File: src/design/status_filter_pkg.sv
// Constants and types for the status event filter bank.
// Assumes one 10 MHz system clock and a synchronous active-high reset.
//
// Contract
// - Clear-status zeroes every event register, leaves enable masks alone.
// - Falling filter bit set: a 1-to-0 condition change sets event bit.
// - Rising filter bit set: a 0-to-1 condition change sets event bit.
// - Both filter bits set: any condition change sets the event bit.
// - Both filter bits clear: no condition change ever sets event bit.
// - Preset changes only masks and filters, never event registers.
// - Preset clears masks and falling filters, loads rising filters all ones.
// - Preset leaves every other status setting untouched.
// - Event register latches filtered events; a read returns then clears it.
// - Instrument reset leaves the questionable event register unchanged.
// - Condition read returns live status and modifies nothing.
// - Condition bits track their sources and drop when a source drops.
// - Instrument reset clears condition bits except conditions still true.
// - Queries return the binary-weighted value, bit n weighs two to n.
// - Masks and filters are written as weighted values, default zero.
// - Three independent per-phase summary groups selected by phase index.
// - Enabled phase event bits drive the operation summary bit.
// - Enabled questionable event bits drive the questionable summary bit.
package status_filter_pkg;

  localparam int REG_W   = 16;
  localparam int N_GROUP = 4;

  typedef logic [REG_W-1:0] word_t;
  typedef logic [1:0]       group_t;

  // Group indices: phases 1..3 at 0..2, questionable group at 3
  localparam group_t GRP_PHASE1 = 2'h0;
  localparam group_t GRP_PHASE2 = 2'h1;
  localparam group_t GRP_PHASE3 = 2'h2;
  localparam group_t GRP_QUES   = 2'h3;

  // Register selectors within a group
  typedef enum logic [2:0] {
    SEL_COND,
    SEL_EVENT,
    SEL_ENABLE,
    SEL_RISE,
    SEL_FALL
  } sel_e;

  localparam word_t RST_ENABLE   = 16'h0000;
  localparam word_t RST_FALL     = 16'h0000;
  localparam word_t RST_RISE     = 16'h0000;
  localparam word_t PRESET_EN    = 16'h0000;
  localparam word_t PRESET_FALL  = 16'h0000;
  localparam word_t PRESET_RISE  = 16'hFFFF;
  localparam word_t RST_EVENT    = 16'h0000;

endpackage : status_filter_pkg

File: src/design/status_event_filter_bank.sv
// Four status groups: three phase summary groups and the questionable group.
// Condition sources come from pins in other domains; they are synchronised.
`timescale 1ns/1ns

module status_event_filter_bank
  import status_filter_pkg::*;
(
  input  wire logic                      clk_sys,
  input  wire logic                      srst,
  input  wire status_filter_pkg::word_t  cond_src [status_filter_pkg::N_GROUP],
  input  wire logic                      inst_reset,
  input  wire logic                      clear_status,
  input  wire logic                      preset,
  input  wire logic                      wr_en,
  input  wire status_filter_pkg::group_t wr_group,
  input  wire status_filter_pkg::sel_e   wr_sel,
  input  wire status_filter_pkg::word_t  wr_data,
  input  wire logic                      rd_en,
  input  wire status_filter_pkg::group_t rd_group,
  input  wire status_filter_pkg::sel_e   rd_sel,
  output logic                           rd_valid,
  output status_filter_pkg::word_t       rd_data,
  output logic                           oper_summary,
  output logic                           ques_summary
);
  import status_filter_pkg::*;

  // ----------------------------------------
  // Condition synchronisers and history
  // ----------------------------------------
  word_t sync1 [N_GROUP];
  word_t cond  [N_GROUP];
  word_t prev  [N_GROUP];

  // Sync stage one only feeds stage two; live sources refill the condition
  // register every cycle, so an instrument reset keeps held conditions and
  // makes no false edge for the filters to catch
  always_ff @(posedge clk_sys) begin
    for (int g = 0; g < N_GROUP; g++) begin
      sync1[g] <= cond_src[g];
      if (srst) begin
        cond[g] <= '0;
      end else if (inst_reset) begin
        cond[g] <= sync1[g];
      end else begin
        cond[g] <= sync1[g];
      end
      prev[g] <= srst ? word_t'(0) : cond[g];
    end
  end

  // ----------------------------------------
  // Filters, masks and event registers
  // ----------------------------------------
  word_t rise   [N_GROUP];
  word_t fall   [N_GROUP];
  word_t enable [N_GROUP];
  word_t event_q[N_GROUP];
  word_t next_rise   [N_GROUP];
  word_t next_fall   [N_GROUP];
  word_t next_enable [N_GROUP];
  word_t next_event  [N_GROUP];

  function automatic word_t edge_hits(word_t now, word_t was,
                                      word_t r, word_t f);
    return (now & ~was & r)
         | (~now & was & f);
  endfunction : edge_hits

  always_comb begin
    for (int g = 0; g < N_GROUP; g++) begin
      next_rise[g]   = rise[g];
      next_fall[g]   = fall[g];
      next_enable[g] = enable[g];
      next_event[g]  = event_q[g];
      if (wr_en && wr_group == group_t'(g)) begin
        unique case (wr_sel)
          SEL_ENABLE: next_enable[g] = wr_data;
          SEL_RISE:   next_rise[g]   = wr_data;
          SEL_FALL:   next_fall[g]   = wr_data;
          default:    ;
        endcase
      end
      // Preset touches only masks and filters, never events
      if (preset) begin
        next_enable[g] = PRESET_EN;
        next_fall[g]   = PRESET_FALL;
        next_rise[g]   = PRESET_RISE;
      end
      // Read-clear and clear-status lose to a same-cycle edge
      if (clear_status) begin
        next_event[g] = '0;
      end
      if (rd_en && rd_group == group_t'(g) && rd_sel == SEL_EVENT) begin
        next_event[g] = '0;
      end
      // Instrument reset has no path here, so events hold
      next_event[g] = next_event[g]
        | edge_hits(cond[g], prev[g], rise[g], fall[g]);
    end
  end

  always_ff @(posedge clk_sys) begin
    for (int g = 0; g < N_GROUP; g++) begin
      if (srst) begin
        rise[g]    <= RST_RISE;
        fall[g]    <= RST_FALL;
        enable[g]  <= RST_ENABLE;
        event_q[g] <= RST_EVENT;
      end else begin
        rise[g]    <= next_rise[g];
        fall[g]    <= next_fall[g];
        enable[g]  <= next_enable[g];
        event_q[g] <= next_event[g];
      end
    end
  end

  // ----------------------------------------
  // Query port and summaries
  // ----------------------------------------
  word_t next_rd_data;
  logic  next_oper;
  logic  next_ques;

  always_comb begin
    next_rd_data = rd_data;
    if (rd_en) begin
      unique case (rd_sel)
        SEL_COND:   next_rd_data = cond[rd_group];
        SEL_EVENT:  next_rd_data = event_q[rd_group];
        SEL_ENABLE: next_rd_data = enable[rd_group];
        SEL_RISE:   next_rd_data = rise[rd_group];
        SEL_FALL:   next_rd_data = fall[rd_group];
        default:    next_rd_data = '0;
      endcase
    end
    next_oper = 1'b0;
    for (int g = 0; g < 3; g++) begin
      next_oper = next_oper | (|(event_q[g] & enable[g]));
    end
    next_ques = |(event_q[GRP_QUES] & enable[GRP_QUES]);
  end

  always_ff @(posedge clk_sys) begin
    if (srst) begin
      rd_data      <= '0;
      rd_valid     <= 1'b0;
      oper_summary <= 1'b0;
      ques_summary <= 1'b0;
    end else begin
      rd_data      <= next_rd_data;
      rd_valid     <= rd_en;
      oper_summary <= next_oper;
      ques_summary <= next_ques;
    end
  end
endmodule : status_event_filter_bank

File: config.mk
export PLATFORM = sky130hd
export DESIGN_NAME = status_event_filter_bank
export DESIGN_NICKNAME = d
export VERILOG_FILES = /design/src/design/status_filter_pkg.sv /design/src/design/status_event_filter_bank.sv
export SDC_FILE = /design/constraint.sdc
export NUM_CORES = 1
export LEC_CHECK = 0
export BUFFER_PORTS_ARGS = -buffer_cell sky130_fd_sc_hd__buf_2
export CORE_MARGIN = 10
export CORE_UTILIZATION = 38
export CTS_CLUSTER_DIAMETER = 100
export CTS_CLUSTER_SIZE = 10
export DETAILED_ROUTE_END_ITERATION = 7
export PLACE_DENSITY_LB_ADDON = 0.1
export SLEW_MARGIN = 20
export SYNTH_ARGS = -nofsm -noshare
export SYNTH_HDL_FRONTEND = slang
export SYNTH_SLANG_ARGS = --single-unit
File: constraint.sdc
create_clock -name clk_sys -period 2.3 [get_ports clk_sys]
set_input_delay 0.23 -clock clk_sys [delete_from_list [all_inputs] [get_ports clk_sys]]
set_output_delay 0.23 -clock clk_sys [all_outputs]
set_load 0.01 [all_outputs]
Word level (Yosys, flattened, before mapping):

Memory sizes are Yosys's and may differ from the RTL's.
Index checks and enable logic that the tools add are counted.

* bits in writable memories: 448
* register bits: 19
* memories kept: 7
* output and inout port bits: 19
* bits of input ports: 97

* multiplexer cells: 82
* bitwise operators: 62
* reduce and logical (&&, ||, !) cells: 20
* equality and inequality tests: 15

Memory list
* cond: words 4, bits a word 16, read ports 5, clocked after Yosys merged registers in 0, wr ports 4, line status_event_filter_bank.sv:32 `word_t cond [N_GROUP];`
* enable: words 4, bits a word 16, read ports 5, clocked after Yosys merged registers in 0, wr ports 4, line status_event_filter_bank.sv:57 `word_t enable [N_GROUP];`
* event_q: words 4, bits a word 16, read ports 5, clocked after Yosys merged registers in 0, wr ports 4, line status_event_filter_bank.sv:58 `word_t event_q[N_GROUP];`
* fall: words 4, bits a word 16, read ports 5, clocked after Yosys merged registers in 0, wr ports 4, line status_event_filter_bank.sv:56 `word_t fall [N_GROUP];`
* prev: words 4, bits a word 16, read ports 4, clocked after Yosys merged registers in 0, wr ports 4, line status_event_filter_bank.sv:33 `word_t prev [N_GROUP];`
* rise: words 4, bits a word 16, read ports 5, clocked after Yosys merged registers in 0, wr ports 4, line status_event_filter_bank.sv:55 `word_t rise [N_GROUP];`
* +1 memories

Operators by type and width (count)
* 16-bit 2-to-1 mux: 72
* 16-bit bitwise AND: 20
* 16-bit NOT: 8
* 16-bit bitwise OR: 8
* 16-bit case mux with 5 select lines: 1
* 16-bit OR reduction: 4
* 1-bit bitwise OR: 26
* 3-bit by 2-bit equality test with 1-bit output, second input constant: 4
* 1-bit logical AND: 12
* 1-bit 2-to-1 mux: 9
* 2-bit equality test, second input constant: 4
* 3-bit equality test, second input constant: 2
* 2-bit by 1-bit equality test with 1-bit output, second input constant: 2
* 2-bit logical NOT: 2
* 3-bit by 1-bit equality test with 1-bit output, second input constant: 1
* 3-bit logical NOT: 1
* 3-bit != test, second input constant: 1
* 3-bit AND reduction: 1
* 2-bit != test, second input constant: 1

Logic depth before layout (Yosys ltp):

Gate-level depths: netlist (run 1).

* word-level depth: 6
* gate-level depth with buffers: 8
* depth with buffers taken out: 5

Least setup slack after synthesis (run 1):

OpenSTA, ideal clock, no wires.

* path type: input to register
* start point: input rd_group[1]
* end point: register rd_data[14]
* setup time: 0.126 ns
* data arrival time: 1.463 ns
* path slack: 0.711 ns
* path buffers: 2
* stages on the path: 6
* data required time: 2.174 ns
* cells stage by stage: buf_6 buf_2 mux4_2 a32o_1 a2111oi_2 a21oi_1

* cells in the longest elaborated chain, start to end: 2
* elaborated cells on any way between the ends: 6

Ends and longest elaborated chain
* start, declared: line status_event_filter_bank.sv:19 `input wire status_filter_pkg::group_t rd_group,`
* memory read 4 x 16 bit, on equally long branches
* 16-bit case mux with 5 select lines *: line status_event_filter_bank.sv:129 `unique case (rd_sel)`
* end signal, assigned: line status_event_filter_bank.sv:152 `rd_data <= next_rd_data;`
* end, declared: line status_event_filter_bank.sv:22 `output status_filter_pkg::word_t rd_data,`

Every way passes the cells marked *; elsewhere a longest branch is shown, timed or not.
A chain may end at the register's enable or synchronous reset.

==> results of run 1 <==
## state kept, by name, indices dropped and copies added, names as in the netlist
name	flops
prev	64
rd_valid	1
fall	64
rd_data	16
rise	64
sync1	64
enable	64
ques_summary	1
event_q	64
cond	64
oper_summary	1
## synth_stat cells, types with 16 or more instances
cell / n
edfxtp_1: 48
buf_2: 23
nand3b_1: 64
nand2_1: 412
buf_4: 16
o22ai_1: 28
a31oi_1: 67
nor2b_1: 135
a22oi_1: 16
a21oi_1: 194
dfxtp_1: 419
nor2_1: 73
mux2i_1: 62
clkbuf_1: 95
nand3_1: 67
o21ai_0: 66
mux4_2: 49
## tightest hold or removal path: stages
cell and delay, ps:
buf_2 200, nand2_1 90, a21oi_1 50
## cell families after synthesis
kind of cell | count (synthesis)
flops | 467
simple gates | 779
mux | 111
buf+inv | 149
other cells | 1
compound gates | 438
## per-stage QoR
step | setup WS [ps] | power (mW) | cell area, µm² | cells
after floorplan | 711 | 9.59 | 18700 | 1992
after global placement | 370 | 10.2 | 20200 | 2659
after detailed placement | 366 | 10.2 | 20200 | 2659
after CTS | 649 | 17.8 | 22400 | 2812
after global routing | 574 | 18.2 | 22400 | 2812
final | 628 | 17.7 | 22400 | 2812
## final cells by class
cell class                      count  area, µm²  share of cell area, %
Inverter                            4       15.0                 0.0670
Timing Repair Buffer              272       2110                   9.43
Clock buffer                       76       1430                   6.40
Multi-Input combinational cell   1376       8220                   36.7
Sequential cell                   467       9830                   43.9
Clock inverter                      2       21.3                 0.0949
Tap cell                          615        769                   3.43
## routing by layer
layer / part of all wire, % / wire (µm) / global-route usage, %
met4: 3.2 / 2240 / 8.31
met1: 44 / 30900 / 33.1
met3: 7.0 / 4880 / 3.31
met5: 0.013 / 9 / 0
met2: 46 / 32100 / 37.8
## report_power, final
part | switching (mW) | leakage (nW) | internal, mW | total [mW]
clock | 3.30 | 0.702 | 4.25 | 7.54
sequential | 0.267 | 3.94 | 8.55 | 8.81
combinational | 0.750 | 3.51 | 0.566 | 1.32
## path summary, 6_finish.rpt
| check | start | to | slack [ps] | depth (start not counted) |
|---|---|---|---|---|
| min | wr_data[7] | enable[3][7] | 30 | 3 |
| max reg2reg | event_q[3][14] | ques_summary | 630 | 4 |
| max | event_q[3][14] | ques_summary | 630 | 4 |
| min reg2reg | sync1[2][6] | cond[2][6] | 430 | 1 |
==> out/metrics.csv, run 1 <==
stage,metric,value,unit
layout,fill cell count,4511,
timing,Final Cycle Share,72.7,%
synthesis,synthesized area per cell,9.53,µm²
job,total of max-cap violations,0,
timing,f_max,598,MHz
clock_tree,Clock Latency Late Sink,600,ps
layout,final core occ,46.7,%
clock_tree,number of buffers inserted by hold repair at cts,75,
worst_setup_path,Crit. End Element,flop,
global_routing,vias in the first global route,15035,
layout,"commonest non-fill, non-tap cell in the layout",dfxtp_1,
synthesis,post-synth cell types,49,
synthesis,Synth async-reset ratio,0,%
clock_tree,"Reg clk slew, reported paths",60,ps
floorplan,core area,0.0479,mm²
clock_tree,number of setup buffers added after CTS,0,
timing,Slew @ Worst Pin,859,ps
detailed_routing,WL per Instance,24.9,µm
worst_setup_path,Crit-path slowest cell,a221oi_1,
timing,max-slew headroom at the worst pin,42.7,%
layout,most frequent cells in the layout,"dfxtp_1, nand2_1, a21oi_1, nor2b_1, buf_2",
worst_setup_path,"Critical Path, Cell by Cell",a22o_1 -> a221oi_1 -> and3_1 -> a31oi_1,
synthesis,mux cell area share after synthesis,9.30,%
place,gpl congestion,0.946,
global_routing,GRT Util Overall,23.9,%
synthesis,predominant post-synthesis flop cell,dfxtp_1,
worst_setup_path,Worst EP arrival,2110,ps
power_and_ir_drop,power density over the cells,789,mW/mm²
worst_setup_path,Crit Path Category,flop to flop,
synthesis,Synth area leaders,"dfxtp_1, nand2_1, edfxtp_1, mux4_2, a21oi_1",
layout,Area growth syn-to-layout,20.9,%
floorplan,Die H,241,µm
timing,Hold Fails Final Rpt,0,
synthesis,synthesized flop and latch total,467,
detailed_routing,Via Count,15595,
global_routing,first-pass GRT wire length,103000,µm
timing,Final Slew Violations,0,
worst_setup_path,WP data required,2740,ps
worst_setup_path,CP Buf/Inv Count,0,
detailed_routing,DRT iter0 DRCs,1744,
worst_hold_path,min-delay worst type,primary input to flop,
synthesis,yosys warns,0,
detailed_routing,DRT Pass-1 Iters,5,
timing,final setup vio count,0,
timing,RSZ-0062 raised after global routing,false,
floorplan,initial core utilization,38.7,%
clock_tree,CTS Buf Count,52,
clock_tree,clock buffer depth,3,
worst_setup_path,Setup crit start kind,flop,
detailed_routing,Routed Antenna Nets,0,
clock_tree,CTS sink cnt,467,
synthesis,main combinational cell family by area after synthesis,simple AND/OR/NAND/NOR gates,
detailed_routing,Post-Route WL,70100,µm
synthesis,top-area cell type share of the netlist area,45.3,%
floorplan,num ports,116,
place,dpl hpwl,48000,µm
synthesis,complex-gate fraction of the synthesized area,14.0,%
worst_setup_path,worst stage delay on the critical path,470,ps
layout,Final nets,2270,
detailed_routing,drc violations,0,
layout,Antenna diodes,0,
power_and_ir_drop,worst vdd ir,0.550,mV
power_and_ir_drop,Pleak,8.15,nW
global_routing,gr ovfl total,0,
synthesis,largest area contributor in the netlist,dfxtp_1,
place,port bufs,114,
timing,setup TNS,0,ps
global_routing,initial antenna violation count,2,
clock_tree,Clock H-tree levels,2,
synthesis,synthesized instance count,1945,
synthesis,Synth Area in Simple Gates,20.0,%
global_routing,largest net degree at the start of global routing,87,
synthesis,sequential area share after synthesis,53.0,%
floorplan,Rows,80,
timing,fin crit period,1670,ps
synthesis,XOR/XNOR share of the synthesized area,0,%
synthesis,Post-synth EDFFs,48,
clock_tree,Root Driver,clkbuf_16,
worst_setup_path,Worst path top cell family by delay,compound AO/OA/AOI/OAI gates,
synthesis,fraction of the mapped netlist area in adder cells,0,%
timing,worst-case hold slack,31.3,ps
clock_tree,CTS resizes,0,
timing,clk_skew,17.1,ps
floorplan,Die Area,0.0580,mm²
clock_tree,CTS tree,built,
floorplan,die width,241,µm
outcome,status,"complete, no violations",
synthesis,Post-Synthesis Cell Area,0.0185,mm²
detailed_routing,Vias/cell,5.55,
layout,ratio of cells with drive above 1 in the final layout,14.3,%
worst_setup_path,Crit Path Max Fanout,3,
No activity file was read; power rests on OpenSTA's default activity.
==> inputs of run 2 (changes only) <==
Clock period 2.3 ns to 1.4 ns, I/O delays scaled along.
==> run 2 against run 1 <==
The run now ends with negative setup slack left. Non-clock buffer count up 191. Clock power up 62%. Critical endpoint is now rd_data[14]. Register-to-register slack worse by 770 ps. Largest cell class unchanged. Critical path type unchanged. Total power up 66%.
==> out/metrics.csv, run 2 (synthesis results as in run 1) <==
stage,metric,value,unit,change
outcome,status,finished with violations,,
outcome,failing checks,negative setup slack,,
timing,Hold Fails Final Rpt,0,,unchanged
timing,Final Slew Violations,0,,unchanged
power_and_ir_drop,Pleak,9.25,nW,+13%
place,port bufs,114,,unchanged
timing,Slew @ Worst Pin,606,ps,-253 ps
global_routing,vias in the first global route,16176,,+7.6%
layout,Register Area,0.00984,mm²,+0.15%
clock_tree,Clock H-tree levels,2,,unchanged
global_routing,first-pass GRT wire length,110000,µm,+7.4%
clock_tree,clock buffer depth,3,,unchanged
layout,fill cell count,4422,,-2.0%
layout,area occupied by multi-input gates,0.00836,mm²,+1.7%
place,dpl hpwl,54100,µm,+13%
detailed_routing,Vias/cell,5.55,,about the same
timing,fin crit period,1550,ps,-126 ps
timing,clk_skew,37.6,ps,+20.5 ps
timing,final setup vio count,6,,+6
timing,setup TNS,-380,ps,-380 ps
place,gpl congestion,0.954,,+0.82%
clock_tree,Root Driver,clkbuf_16,,
power_and_ir_drop,internal power,22.0,mW,+65%
detailed_routing,drc violations,0,,unchanged
global_routing,GRT Util Overall,26.0,%,+2.1 points
worst_hold_path,min-delay worst type,primary input to flop,,
floorplan,Die H,241,µm,unchanged
worst_setup_path,Setup crit start kind,flop,,
clock_tree,Clock Latency Late Sink,620,ps,+20 ps
detailed_routing,Via Count,16647,,+6.7%
worst_hold_path,HP Start,rd_en,,
global_routing,gr ovfl total,0,,unchanged
global_routing,initial antenna violation count,3,,+1
detailed_routing,Routed Antenna Nets,0,,unchanged
worst_setup_path,Crit. End Element,flop,,
layout,Antenna diodes,0,,unchanged
clock_tree,"Reg clk slew, reported paths",60,ps,about the same
power_and_ir_drop,sequential share of power,49.4,%,-0.5 points
detailed_routing,Post-Route WL,76100,µm,+8.6%
floorplan,initial core utilization,38.7,%,unchanged
layout,ratio of cells with drive above 1 in the final layout,22.2,%,+7.9 points
worst_setup_path,worst reg2reg path startpoint,event_q[1][14],,
job,total of max-cap violations,0,,unchanged
worst_hold_path,hold path cells,4,,+1
clock_tree,CTS tree,built,,
power_and_ir_drop,worst vdd ir,0.955,mV,+74%
timing,f_max,647,MHz,+8.2%
timing,final worst slack,-146,ps,-774 ps
timing,max-slew headroom at the worst pin,59.6,%,+17 points
layout,most frequent cells in the layout,"nand2_1, dfxtp_1, buf_4, a21oi_1, nor2b_1",,
timing,RSZ-0062 raised after global routing,true,,
worst_setup_path,R2R setup slack,-150,ps,-770 ps
global_routing,largest net degree at the start of global routing,60,,-31%
floorplan,core area,0.0479,mm²,unchanged
floorplan,Rows,80,,unchanged
clock_tree,CTS sink cnt,467,,unchanged
worst_setup_path,Crit Path Max Fanout,3,,unchanged
detailed_routing,DRT Pass-1 Iters,5,,unchanged
worst_hold_path,Hold Crit Endpoint,rd_valid,,
detailed_routing,DRT iter0 DRCs,1979,,+13%
power_and_ir_drop,Gate power share,8.9,%,+1.5 points
power_and_ir_drop,clock power share,41.7,%,-1.0 points
floorplan,Die Area,0.0580,mm²,unchanged
timing,Final Cycle Share,110,%,+38 points
place,Place WS,-251,ps,-617 ps
floorplan,die width,241,µm,unchanged
worst_setup_path,WP data required,1870,ps,-870 ps
power_and_ir_drop,sw frac,24.8,%,+0.39 points
clock_tree,CTS Buf Count,52,,unchanged
floorplan,num ports,116,,unchanged
worst_setup_path,Crit Path Category,flop to flop,,
worst_setup_path,Crit. Startpoint,event_q[1][14],,
worst_setup_path,R2R Path End,rd_data[14],,
worst_setup_path,r2r worst-path depth,5,,+1
layout,Area growth syn-to-layout,31.2,%,
detailed_routing,WL per Instance,25.4,µm,+1.8%
layout,Final nets,2461,,+8.4%
power_and_ir_drop,power density over the cells,1200,mW/mm²,+53%
power_and_ir_drop,P_sw,7.26,mW,+68%
worst_setup_path,Worst EP arrival,2010,ps,-100 ps
==> run 2: worst max-delay path: stages, from the launching register on <==
cell and delay (ps):
dfxtp_2 330, buf_6 100, mux4_2 440, a32o_1 250
a2111oi_4 190, a21oi_1 90
==> run 2: routing by layer <==
layer	GRT usage (%)	wire length [µm]	vias to the layer above	share of wire, %
li1	-	-	7609	-
met1	34.0	31800	8071	42
met2	41.1	34600	824	45
met3	6.38	7000	141	9.2
met4	9.53	2630	2	3.5
met5	0	102	-	0.13
==> run 2: how the worst max path moves through the flow <==
stage                             end  cells after the start  slack, ps
after global routing      rd_data[14]                      5       -220
after detailed placement   rd_data[2]                      7       -250
final                     rd_data[14]                      5       -150
after CTS                 rd_data[14]                      5       -160
after floorplan           rd_data[10]                      7          1
after global placement     rd_data[2]                      7       -250
==> run 2: stage by stage <==
stage | instance area (µm²) | util (%) | hold slack (ps) | instances | power, mW
2_1_floorplan | 18800 | - | 168 | 1992 | 15.8
3_3_place_gp | 21700 | 45.3 | 242 | 2821 | 17.0
3_5_place_dp | 21700 | 45.3 | 244 | 2821 | 17.1
4_1_cts | 24100 | 50.3 | 13.0 | 2983 | 29.4
5_1_grt | 24300 | 50.7 | 35.8 | 3000 | 30.3
6_report | 24300 | 50.7 | 36.9 | 3000 | 29.3
==> run 2: final cells by class <==
type	instances	area share, %
sequential	467	40.5
multi-input combinational	1376	34.4
inverter	4	0.0617
timing repair buffer	463	16.0
clock inverter	4	0.278
clock buffer	71	5.64
tap	615	3.16
==> run 2: power groups by stage <==
stage	Sequential (mW)	Combinational [mW]	Clock (mW)
6_report	14.5	2.60	12.2
5_1_grt	14.5	2.76	13.0
4_1_cts	14.5	2.50	12.4
3_5_place_dp	14.8	2.30	0
3_3_place_gp	14.8	2.26	0
2_1_floorplan	14.5	1.24	0
==> run 2: what timing repair did <==
action / 4_1_cts / 5_1_grt
resized for setup: 18 / 19
hold buffers: 82 / 0
pin swaps: 13 / 5
gates cloned: 0 / 0
hold endpoints to repair: 246 / 0
setup endpoints to repair: 19 / 21
buffers inserted: 5 / 17
==> inputs of run 3 (changes only) <==
Settings changed: CORE_ASPECT_RATIO set to 1.2.
==> run 3 against run 2 <==
The flow still finishes with violations (negative setup slack). Routed wire length shrank 2.0%. Worst setup slack lost 15 ps. Sequential power is essentially flat. Non-clock buffer count shrank 33. Clock skew shrank 9.8 ps. Final cell count shrank 0.50%. Total power is essentially flat. Largest power group unchanged. Highest routed layer unchanged.
==> out/metrics.csv, run 3 (synthesis results as in run 1) <==
stage,metric,value,unit,change
floorplan,core area,0.0482,mm²,+0.58%
layout,"commonest non-fill, non-tap cell in the layout",nand2_1,,
detailed_routing,drc violations,0,,unchanged
power_and_ir_drop,Pleak,9.16,nW,-0.99%
floorplan,die width,222,µm,-8.0%
floorplan,num ports,116,,unchanged
layout,ratio of cells with drive above 1 in the final layout,21.2,%,-0.98 points
timing,clk_skew,27.8,ps,-9.84 ps
floorplan,Die Area,0.0580,mm²,about the same
worst_setup_path,Worst EP arrival,2030,ps,+20 ps
place,gpl congestion,0.967,,+1.3%
layout,Area growth syn-to-layout,30.9,%,
global_routing,initial antenna violation count,1,,-2
detailed_routing,Vias/cell,5.43,,-2.1%
timing,Hold Fails Final Rpt,0,,unchanged
floorplan,Die H,262,µm,+8.8%
clock_tree,"Reg clk slew, reported paths",60,ps,about the same
detailed_routing,Via Count,16208,,-2.6%
worst_setup_path,Crit Path Max Fanout,2,,-1
detailed_routing,DRT iter0 DRCs,1633,,-17%
global_routing,first-pass GRT wire length,108000,µm,-2.3%
timing,fin crit period,1560,ps,+15.3 ps
outcome,failing checks,negative setup slack,,
timing,Final Slew Violations,0,,unchanged
layout,area occupied by multi-input gates,0.00839,mm²,+0.31%
place,port bufs,114,,unchanged
floorplan,initial core utilization,38.4,%,-0.22 points
detailed_routing,WL per Instance,25.0,µm,-1.5%
detailed_routing,Routed Antenna Nets,0,,unchanged
worst_hold_path,min-delay worst type,primary input to flop,,
clock_tree,Clock H-tree levels,2,,unchanged
clock_tree,CTS sink cnt,467,,unchanged
detailed_routing,DRT Pass-1 Iters,6,,+1
job,total of max-cap violations,0,,unchanged
power_and_ir_drop,power density over the cells,1210,mW/mm²,+0.29%
place,dpl cell area,0.0218,mm²,+0.24%
place,dpl hpwl,53300,µm,-1.4%
outcome,status,finished with violations,,
timing,setup TNS,-264,ps,+115 ps
floorplan,Rows,88,,+10%
clock_tree,CTS Buf Count,52,,unchanged
worst_setup_path,Crit. End Element,flop,,
clock_tree,CTS tree,built,,
clock_tree,Root Driver,clkbuf_16,,
global_routing,vias in the first global route,15657,,-3.2%
timing,final setup vio count,9,,+3
layout,Final nets,2428,,-1.3%
layout,Register Area,0.00984,mm²,about the same
timing,final worst slack,-162,ps,-15.3 ps
worst_setup_path,Setup crit start kind,flop,,
timing,f_max,640,MHz,-0.98%
detailed_routing,Post-Route WL,74600,µm,-2.0%
timing,Final Cycle Share,112,%,+1.1 points
global_routing,largest net degree at the start of global routing,66,,+10%
global_routing,GRT Util Overall,25.0,%,-1.0 points
layout,fill cell count,4560,,+3.1%
power_and_ir_drop,worst vdd ir,1.11,mV,+16%
timing,RSZ-0062 raised after global routing,true,,
worst_setup_path,WP data required,1870,ps,about the same
worst_setup_path,Crit Path Category,flop to flop,,
layout,Post-Layout Inst Area,0.0243,mm²,-0.27%
clock_tree,Clock Latency Late Sink,610,ps,about the same
global_routing,gr ovfl total,0,,unchanged
clock_tree,clock buffer depth,3,,unchanged
layout,most frequent cells in the layout,"nand2_1, dfxtp_1, a21oi_1, buf_4, nor2b_1",,
==> run 3: repair_timing <==
| item | 4_1_cts | 5_1_grt |
|---|---|---|
| setup buffers | 1 | 1 |
| setup endpoints to repair | 16 | 22 |
| pin swaps | 14 | 9 |
| gates resized for setup | 19 | 22 |
| hold endpoints to repair | 258 | 0 |
| hold buffers | 83 | 0 |
==> run 3: power breakdown <==
group	switching, mW	internal (mW)	total [mW]
Sequential	0.443	14.0	14.5
Clock	5.44	6.83	12.3
Combinational	1.34	1.21	2.55
Total	7.22	22.1	29.3
==> run 3: path summary, 6_finish.rpt <==
| check | from | end | slack (ps) | cells past startpoint |
|---|---|---|---|---|
| worst max register to register | event_q[1][14] | rd_data[14] | -160 | 5 |
| worst max-delay path | event_q[1][14] | rd_data[14] | -160 | 5 |
| worst min-delay path | rd_en | rd_data[5] | 60 | 4 |
| worst min register to register | sync1[2][6] | cond[2][6] | 430 | 1 |
==> run 3: metrics by stage <==
step | hold slack (ps) | total power, mW | worst slack [ps] | cells | utilization (%)
finish | 61.0 | 29.3 | -162 | 2985 | 50.3
global route | 61.2 | 30.3 | -245 | 2984 | 50.3
CTS | 24.8 | 29.4 | -170 | 2983 | 50.0
detailed placement | 244 | 17.1 | -285 | 2822 | 45.2
global placement | 242 | 17.0 | -263 | 2822 | 45.2
floorplan | 168 | 15.8 | 1.03 | 1992 | -
==> run 3: critical path: stages (launching register included) <==
cell	delay (ps)
dfxtp_1	310
buf_4	130
mux4_2	440
a32o_2	250
a2111oi_4	210
a21oi_1	110
==> run 3: final cells by class <==
cell class,instances,area share (%)
antenna,1,0.0103
clock buffer,74,5.75
clock inverter,3,0.196
inverter,4,0.0619
multi-input combinational,1376,34.6
sequential,467,40.6
tap,630,3.25
timing repair buffer,430,15.6
==> run 3: routing by layer <==
layer	track usage (%)	part of all wire [%]	wire (µm)	vias to the layer above
met2	41.2	47	35100	658
met4	8.59	3.1	2310	2
met5	0	0.017	13	-
met1	32.4	42	31700	7876
li1	-	-	-	7550
met3	4.66	7.3	5470	122
